--- src/verilog/wei_routing_regs.svh ---
// register offsets, reset values and field positions of the wake-up event routing block
`ifndef WEI_ROUTING_REGS_SVH
`define WEI_ROUTING_REGS_SVH

`define WEI_BANK_ROUTING 2'h2

`define WEI_OFF_ROUTE_LOW 8'h15
`define WEI_OFF_ROUTE_GPIN 8'h16
`define WEI_OFF_GATE_LOW 8'h17
`define WEI_OFF_GATE_GPIN 8'h18
`define WEI_OFF_STAT_LOW 8'h1d
`define WEI_OFF_STAT_GPIN 8'h1e

`define WEI_RST_ROUTE_LOW 8'h00
`define WEI_RST_ROUTE_GPIN 8'h00
`define WEI_RST_GATE_LOW 8'h1f
`define WEI_RST_GATE_GPIN 8'hff
`define WEI_RST_STAT 8'h00
`define WEI_RDATA_IDLE 8'h00

`define WEI_MASK_ROUTE_LOW 8'h5f
`define WEI_MASK_GATE_LOW 8'h1f
`define WEI_MASK_GPIN 8'hff

`define WEI_BIT_RING_ONE 0
`define WEI_BIT_RING_TWO 1
`define WEI_BIT_KEYBOARD 2
`define WEI_BIT_MOUSE 3
`define WEI_BIT_INFRARED 4
`define WEI_BIT_SOFTWARE 6
`define WEI_BIT_GPIN_RING 4

`define WEI_NUM_LOW_PINS 5
`define WEI_NUM_GPIN 8

`endif

--- src/verilog/wei_pkg.sv ---
// types shared by the wake-up event routing block
package wei_pkg;

  typedef logic [7:0] wei_byte_t;

  // one-hot register select
  typedef enum logic [5:0] {
    WEI_SEL_NONE = 6'h00,
    WEI_SEL_ROUTE_LOW = 6'h01,
    WEI_SEL_ROUTE_GPIN = 6'h02,
    WEI_SEL_GATE_LOW = 6'h04,
    WEI_SEL_GATE_GPIN = 6'h08,
    WEI_SEL_STAT_LOW = 6'h10,
    WEI_SEL_STAT_GPIN = 6'h20
  } wei_sel_t;

endpackage

--- src/verilog/wei_routing.sv ---
// wake-up event routing to the interrupt channel and detector gating
//
// The address-and-strobe port is this design's own decision.
`timescale 1ns/1ps
`include "wei_routing_regs.svh"
module wei_routing
  import wei_pkg::*;
(
  input wire logic mclk,
  input wire logic reset_n,
  input wire logic soft_reset,
  input wire logic [1:0] config_bank,
  input wire logic [7:0] reg_addr,
  input wire logic [7:0] reg_wdata,
  input wire logic reg_wr,
  input wire logic reg_rd,
  output logic [7:0] reg_rdata,
  input wire logic main_power_present,
  input wire logic software_event,
  input wire logic ring_indicator_one,
  input wire logic ring_indicator_two,
  input wire logic keyboard_event,
  input wire logic mouse_event,
  input wire logic consumer_infrared_event,
  input wire logic [7:0] general_input_event,
  output logic [7:0] detected_low,
  output logic [7:0] detected_gpin,
  output logic irq
);

  ////////////////////////////////////////////////////////////////////////
  // register select

  function automatic wei_sel_t wei_decode(input logic [1:0] bank, input logic [7:0] addr);
    wei_sel_t sel;
    sel = WEI_SEL_NONE;
    if (bank == `WEI_BANK_ROUTING) begin
      case (addr)
        `WEI_OFF_ROUTE_LOW: sel = WEI_SEL_ROUTE_LOW;
        `WEI_OFF_ROUTE_GPIN: sel = WEI_SEL_ROUTE_GPIN;
        `WEI_OFF_GATE_LOW: sel = WEI_SEL_GATE_LOW;
        `WEI_OFF_GATE_GPIN: sel = WEI_SEL_GATE_GPIN;
        `WEI_OFF_STAT_LOW: sel = WEI_SEL_STAT_LOW;
        `WEI_OFF_STAT_GPIN: sel = WEI_SEL_STAT_GPIN;
        default: sel = WEI_SEL_NONE;
      endcase
    end
    return sel;
  endfunction

  wei_sel_t wr_sel;
  wei_sel_t rd_sel;

  always_comb begin
    wr_sel = reg_wr ? wei_decode(config_bank, reg_addr) : WEI_SEL_NONE;
    rd_sel = reg_rd ? wei_decode(config_bank, reg_addr) : WEI_SEL_NONE;
  end

  ////////////////////////////////////////////////////////////////////////
  // pin synchronisers

  localparam int NUM_PINS = `WEI_NUM_LOW_PINS + `WEI_NUM_GPIN + 1;

  logic [NUM_PINS-1:0] pins_sync;
  logic [4:0] raw_low_sync;
  logic [7:0] raw_gpin_sync;
  logic power_sync;

  wei_sync #(
    .WIDTH(NUM_PINS)
  ) u_sync (
    .mclk(mclk),
    .reset_n(reset_n),
    .async_in({main_power_present, general_input_event, consumer_infrared_event,
               mouse_event, keyboard_event, ring_indicator_two, ring_indicator_one}),
    .sync_out(pins_sync)
  );

  always_comb begin
    raw_low_sync = pins_sync[4:0];
    raw_gpin_sync = pins_sync[12:5];
    power_sync = pins_sync[13];
  end

  ////////////////////////////////////////////////////////////////////////
  // configuration registers

  wei_byte_t route_low;
  wei_byte_t route_gpin;
  wei_byte_t gate_low;
  wei_byte_t gate_gpin;
  wei_byte_t next_route_low;
  wei_byte_t next_route_gpin;
  wei_byte_t next_gate_low;
  wei_byte_t next_gate_gpin;

  always_comb begin
    next_route_low = route_low;
    next_route_gpin = route_gpin;
    next_gate_low = gate_low;
    next_gate_gpin = gate_gpin;
    if (soft_reset) begin
      next_route_low = `WEI_RST_ROUTE_LOW;
      next_route_gpin = `WEI_RST_ROUTE_GPIN;
      next_gate_low = `WEI_RST_GATE_LOW;
      next_gate_gpin = `WEI_RST_GATE_GPIN;
    end else begin
      unique case (wr_sel)
        WEI_SEL_ROUTE_LOW: next_route_low = reg_wdata & `WEI_MASK_ROUTE_LOW;
        WEI_SEL_ROUTE_GPIN: next_route_gpin = reg_wdata & `WEI_MASK_GPIN;
        WEI_SEL_GATE_LOW: next_gate_low = reg_wdata & `WEI_MASK_GATE_LOW;
        WEI_SEL_GATE_GPIN: next_gate_gpin = reg_wdata & `WEI_MASK_GPIN;
        default: next_route_low = route_low;
      endcase
    end
  end

  always_ff @(posedge mclk or negedge reset_n) begin
    if (!reset_n) begin
      route_low <= `WEI_RST_ROUTE_LOW;
      route_gpin <= `WEI_RST_ROUTE_GPIN;
      gate_low <= `WEI_RST_GATE_LOW;
      gate_gpin <= `WEI_RST_GATE_GPIN;
    end else begin
      route_low <= next_route_low;
      route_gpin <= next_route_gpin;
      gate_low <= next_gate_low;
      gate_gpin <= next_gate_gpin;
    end
  end

  ////////////////////////////////////////////////////////////////////////
  // detectors

  wei_byte_t event_low;
  wei_byte_t pass_low;
  wei_byte_t pass_gpin;
  wei_byte_t clear_low;
  wei_byte_t clear_gpin;

  always_comb begin
    event_low = '0;
    event_low[4:0] = raw_low_sync;
    event_low[`WEI_BIT_SOFTWARE] = software_event;
    // pin events pass only with main supply and gating bit
    pass_low = '0;
    pass_low[4:0] = gate_low[4:0] & {5{power_sync}};
    pass_low[`WEI_BIT_SOFTWARE] = 1'b1;
    pass_gpin = gate_gpin & {8{power_sync}};
    clear_low = (wr_sel == WEI_SEL_STAT_LOW) ? reg_wdata : '0;
    clear_gpin = (wr_sel == WEI_SEL_STAT_GPIN) ? reg_wdata : '0;
  end

  wei_detect #(
    .WIDTH(8)
  ) u_detect_low (
    .mclk(mclk),
    .reset_n(reset_n),
    .soft_reset(soft_reset),
    .event_in(event_low),
    .gate(pass_low),
    .clear(clear_low),
    .detected(detected_low)
  );

  wei_detect #(
    .WIDTH(8)
  ) u_detect_gpin (
    .mclk(mclk),
    .reset_n(reset_n),
    .soft_reset(soft_reset),
    .event_in(raw_gpin_sync),
    .gate(pass_gpin),
    .clear(clear_gpin),
    .detected(detected_gpin)
  );

  ////////////////////////////////////////////////////////////////////////
  // interrupt and read data

  logic next_irq;
  wei_byte_t next_rdata;

  always_comb begin
    next_irq = (|(detected_low & route_low)) | (|(detected_gpin & route_gpin));
    next_rdata = `WEI_RDATA_IDLE;
    unique case (rd_sel)
      WEI_SEL_ROUTE_LOW: next_rdata = route_low;
      WEI_SEL_ROUTE_GPIN: next_rdata = route_gpin;
      WEI_SEL_GATE_LOW: next_rdata = gate_low;
      WEI_SEL_GATE_GPIN: next_rdata = gate_gpin;
      WEI_SEL_STAT_LOW: next_rdata = detected_low;
      WEI_SEL_STAT_GPIN: next_rdata = detected_gpin;
      default: next_rdata = `WEI_RDATA_IDLE;
    endcase
  end

  always_ff @(posedge mclk or negedge reset_n) begin
    if (!reset_n) begin
      irq <= 1'b0;
      reg_rdata <= `WEI_RDATA_IDLE;
    end else begin
      irq <= next_irq;
      reg_rdata <= next_rdata;
    end
  end
endmodule

--- src/verilog/wei_sync.sv ---
// two-flop synchroniser for pin-level inputs
`timescale 1ns/1ps
module wei_sync #(
  parameter int WIDTH = 1
) (
  input wire logic mclk,
  input wire logic reset_n,
  input wire logic [WIDTH-1:0] async_in,
  output logic [WIDTH-1:0] sync_out
);

  logic [WIDTH-1:0] meta;
  logic [WIDTH-1:0] next_meta;
  logic [WIDTH-1:0] next_sync_out;

  always_comb begin
    next_meta = async_in;
    next_sync_out = meta;
  end

  always_ff @(posedge mclk or negedge reset_n) begin
    if (!reset_n) begin
      meta <= '0;
      sync_out <= '0;
    end else begin
      meta <= next_meta;
      sync_out <= next_sync_out;
    end
  end

endmodule

--- src/verilog/wei_detect.sv ---
// gated rising-edge event detectors with sticky status, write-one-to-clear
`timescale 1ns/1ps
module wei_detect #(
  parameter int WIDTH = 8
) (
  input wire logic mclk,
  input wire logic reset_n,
  input wire logic soft_reset,
  input wire logic [WIDTH-1:0] event_in,
  input wire logic [WIDTH-1:0] gate,
  input wire logic [WIDTH-1:0] clear,
  output logic [WIDTH-1:0] detected
);

  logic [WIDTH-1:0] prev_event;
  logic [WIDTH-1:0] next_prev_event;
  logic [WIDTH-1:0] next_detected;

  genvar i;
  generate
    for (i = 0; i < WIDTH; i++) begin : g_bit
      always_comb begin
        next_prev_event[i] = event_in[i];
        // blocked edges never reach the latch; set beats clear
        if (soft_reset) begin
          next_detected[i] = 1'b0;
        end else begin
          next_detected[i] = (detected[i] & ~clear[i]) |
                             (event_in[i] & ~prev_event[i] & gate[i]);
        end
      end
    end
  endgenerate

  always_ff @(posedge mclk or negedge reset_n) begin
    if (!reset_n) begin
      prev_event <= '0;
      detected <= '0;
    end else begin
      prev_event <= next_prev_event;
      detected <= next_detected;
    end
  end

endmodule

--- config.mk ---
export PLATFORM = sky130hd
export DESIGN_NAME = wei_routing
export DESIGN_NICKNAME = d
export VERILOG_FILES = /design/src/verilog/wei_pkg.sv /design/src/verilog/wei_routing.sv /design/src/verilog/wei_sync.sv /design/src/verilog/wei_detect.sv
export VERILOG_INCLUDE_DIRS = /design/src /design/src/verilog
export SDC_FILE = /design/constraint.sdc
export NUM_CORES = 1
export LEC_CHECK = 0
export ABC_CLOCK_PERIOD_IN_PS = 1800
export CORE_MARGIN = 1
export CORE_UTILIZATION = 30
export CTS_BUF_LIST = sky130_fd_sc_hd__clkbuf_8 sky130_fd_sc_hd__clkbuf_16
export DETAILED_ROUTE_END_ITERATION = 10
export DONT_BUFFER_PORTS = 1
export HOLD_SLACK_MARGIN = 0.03
export PLACE_DENSITY_LB_ADDON = 0.3
export SYNTH_ARGS = -nofsm -noshare
export SYNTH_HDL_FRONTEND = slang
export SYNTH_SLANG_ARGS = --single-unit
--- constraint.sdc ---
create_clock -name mclk -period 1.8 [get_ports mclk]
set_input_delay 0.27 -clock mclk [delete_from_list [all_inputs] [get_ports mclk]]
set_output_delay 0.27 -clock mclk [all_outputs]
set_load 0.02 [all_outputs]
==> results.yml <==
power_and_ir_drop:
  p_leak_nw: 1.767
  peakVddDrop_uv: 319.7
  comb_power_share_pct: 3.7
  pwr-share-seq_pct: 54.1
  p_switching_w: 0.0009172
  p_int_w: 0.003220
  clkPwrFrac_pct: 42.2
  swShare_pct: 22.17
  cellPowerDensity_nw_per_um2: 933.3
layout:
  area_growth_pct: 17.36
  num-nets-final: 370
  antennaDiodeCount: 0
  drive_gt1_share_pct: 15.73
  post-route-util_pct: 36.45
  n_fill_cell: 1214
sta:
  finalSetupViolCount: 0
  rsz0062_at_grt: "no"
  slew_headroom_pct: 61.59
  holdWs_ns: -0.3778
  finalHoldViolations: 94
  period_needed_ns: 1.575
  min_period_over_period_pct: 87.51
  slew_violations: 0
  fin_tns_setup_ns: 0
  worst_clock_skew_ns: 0.005322
  tightest_slew_ns: 0.5762
  fmax_mhz: 634.9
detailed_routing:
  firstDrtPassIters: 5
  vias_per_cell: 5.071
  drtAntennaViolNets: 0
  wirelength_um: 9817
  wl_per_cell_um: 19.44
  drc: 0
  vias: 2561
  detail_route.iter0.violations: 161
worst_setup_path:
  critPathKind: "reg -> reg"
  arrival_ns: 1.79
  crit_path_end_kind: "register"
  timing.rr.start: "u_detect_low.detected[1]"
  reg2regPathDepth: 4
  reg2reg_to: "reg_rdata[1]"
  crit_path_start_kind: "register"
  reg2reg_setup_slack_ns: 0.22
  cp.required_ns: 2.01
  critPathMaxFanout: 4
logic_synthesis:
  synth_edf_count: 0
  seq_area_frac_synth_pct: 62.70
  synthCells: 313
  synth.distinct_cells: 37
  synth_nets: 351
  ys_ff_latch: 94
  async_reset_ff_share_pct: 100.0
  avgSynthCellArea_um2: 12.07
  yosysWarningCount: 0
  netlist_area_um2: 3777
  synth-main-ff-cell: "dfrtp_1"
die:
  start_util_pct: 31.06
  design.core.area_um2: 12160
  die_area_um2: 13040
  die_x_um: 114.2
  die_y_um: 114.2
  num_rows: 40
  io_pins: 63
placement:
  port_buffers: 0
  dp_hpwl_um: 6438
  gp_congestion: 0.8469
clocking:
  clkLatencyLatePin_ns: 0.34
  cts_sinks: 94
  ctsResizeCount: 0
  cts_buffers: 9
  htreeDepth: 3
  clock_path_buffers: 2
  post_cts_buffers: 0
  ctsHoldBuffers: 18
  clk_pin_slew_ns: 0.06
  cts_tree: "yes"
  clock_tree.root_cell: "clkbuf_16"
status:
  violations: "hold timing"
  status: "complete, but fails checks"
grt:
  grt_max_degree: 95
  antenna_found_initial: 0
  grtUsageTotal_pct: 15.96
  grt_pass1_vias: 2635
  gr-total-overflow: 0
  grt_pass1_wl_um: 15350
job:
  cap_violations: 0
worst_hold_path:
  hold_path.class: "in -> async"
[worst max-delay path by stage]
stage,startpoint,endpoint,slack (ns)
final,u_detect_low.detected[1],reg_rdata[1],0.22
after global routing,u_detect_low.detected[1],reg_rdata[1],0.20
after CTS,u_detect_low.detected[1],reg_rdata[1],0.27
after detailed placement,reg_addr[7],route_gpin[5],0.13
after global placement,reg_addr[7],route_gpin[7],0.15
after floorplan,reg_addr[7],route_gpin[5],0.04
[flip-flops by register name, summed over array words and instances (netlist names)]
| signal | cells |
|---|---|
| gate_low | 5 |
| route_low | 6 |
| u_sync.sync_out | 14 |
| irq | 1 |
| reg_rdata | 8 |
| gate_gpin | 8 |
| u_sync.meta | 14 |
| route_gpin | 8 |
| u_detect_low.detected | 8 |
| u_detect_gpin.prev_event | 8 |
| u_detect_low.prev_event | 6 |
| u_detect_gpin.detected | 8 |
[logic make-up (layout without fill, tap and decap cells)]
| group | Yosys count | after routing | share of synthesized area, % |
|---|---|---|---|
| buffers and inverters | 21 | 45 | 2.550 |
| AND/OR/NAND/NOR | 104 | 104 | 16.33 |
| AO/OA/AOI/OAI | 69 | 69 | 11.43 |
| flip-flops | 94 | 94 | 62.70 |
| multiplexers | 25 | 25 | 6.989 |
[worst max-delay path, stage by stage (launching register included)]
cell	delay, ns
dfrtp_1	0.48
mux2_2	0.31
a32o_1	0.26
a222oi_1	0.32
nor2_1	0.08
[metrics by stage]
step / std cells / area [um2] / power, W / worst slack (ns)
4_1_cts: 505 / 4433 / 0.004177 / 0.2710
3_3_place_gp: 471 / 3975 / 0.002384 / 0.1519
5_1_grt: 505 / 4433 / 0.004273 / 0.1955
6_report: 505 / 4433 / 0.004137 / 0.2249
2_1_floorplan: 313 / 3777 / 0.002376 / 0.04042
3_5_place_dp: 471 / 3975 / 0.002386 / 0.1273
[power groups by stage]
stage	clock, W	combinational (W)	sequential [W]
detailed placement	0	0.000108	0.00228
finish	0.00175	0.000152	0.00224
CTS	0.00178	0.000153	0.00224
global placement	0	0.000107	0.00228
global route	0.00186	0.000164	0.00225
floorplan	0	0.000115	0.00226
[layer usage]
metal	global-route usage [%]	wire length (um)	part of all wire, %	up-vias
li1	-	-	-	1178
met1	21.44	4390	45	1268
met2	24.73	4571	47	95
met3	3.917	659	6.7	20
met4	6.494	196	2.0	0
met5	0	0	0	-
[area by class of cell]
cell class	count	area (um2)	share of cell area (%)
Tap cell	168	210.2	4.742
Timing Repair Buffer	26	262.8	5.927
Multi-Input combinational cell	198	1313	29.61
Inverter	3	11.26	0.2540
Sequential cell	94	2369	53.43
Clock inverter	6	28.78	0.6492
Clock buffer	10	239.0	5.391
[cell usage in the layout, fill, tap and decap left out, drive strengths merged]
master / count
o311ai: 1
nor3: 13
nand4: 4
dlygate4sd3: 17
clkinv: 5
and4b: 4
or2b: 1
nand2: 18
o21ai: 14
a22o: 3
clkbuf: 10
or4b: 1
a31oi: 1
a32o: 2
a221oi: 2
a22oi: 4
nand2b: 3
and3: 3
a32oi: 6
a222oi: 2
mux2: 11
and2: 1
nor2b: 3
or4bb: 1
inv: 4
mux2i: 14
nor3b: 1
nor2: 31
nor4: 2
a21oi: 32
dfrtp: 81
dfstp: 13
nor4b: 2
a221o: 2
buf: 9
nand4b: 13
nand4bb: 1
nand3: 2
[cells in the mapped netlist (all sizes together), types with 3 or more instances]
| cell | count | area, um2 |
|---|---|---|
| nor2 | 31 | 116.4 |
| mux2i | 14 | 140.1 |
| nand2 | 18 | 67.56 |
| dfstp | 13 | 341.6 |
| mux2 | 11 | 123.9 |
| a21oi | 32 | 160.2 |
| clkbuf | 14 | 52.55 |
| buf | 4 | 32.53 |
| nor2b | 3 | 18.77 |
| inv | 3 | 11.26 |
| a32oi | 6 | 52.55 |
| nand4b | 13 | 113.9 |
| and4b | 4 | 40.04 |
| o21ai | 14 | 70.07 |
| nand4 | 4 | 25.02 |
| a22oi | 4 | 30.03 |
| nor3 | 13 | 65.06 |
| a22o | 3 | 26.28 |
| dfrtp | 81 | 2027 |
| and3 | 3 | 18.77 |
| nand2b | 3 | 18.77 |
Power figures use the tool's default switching activity.
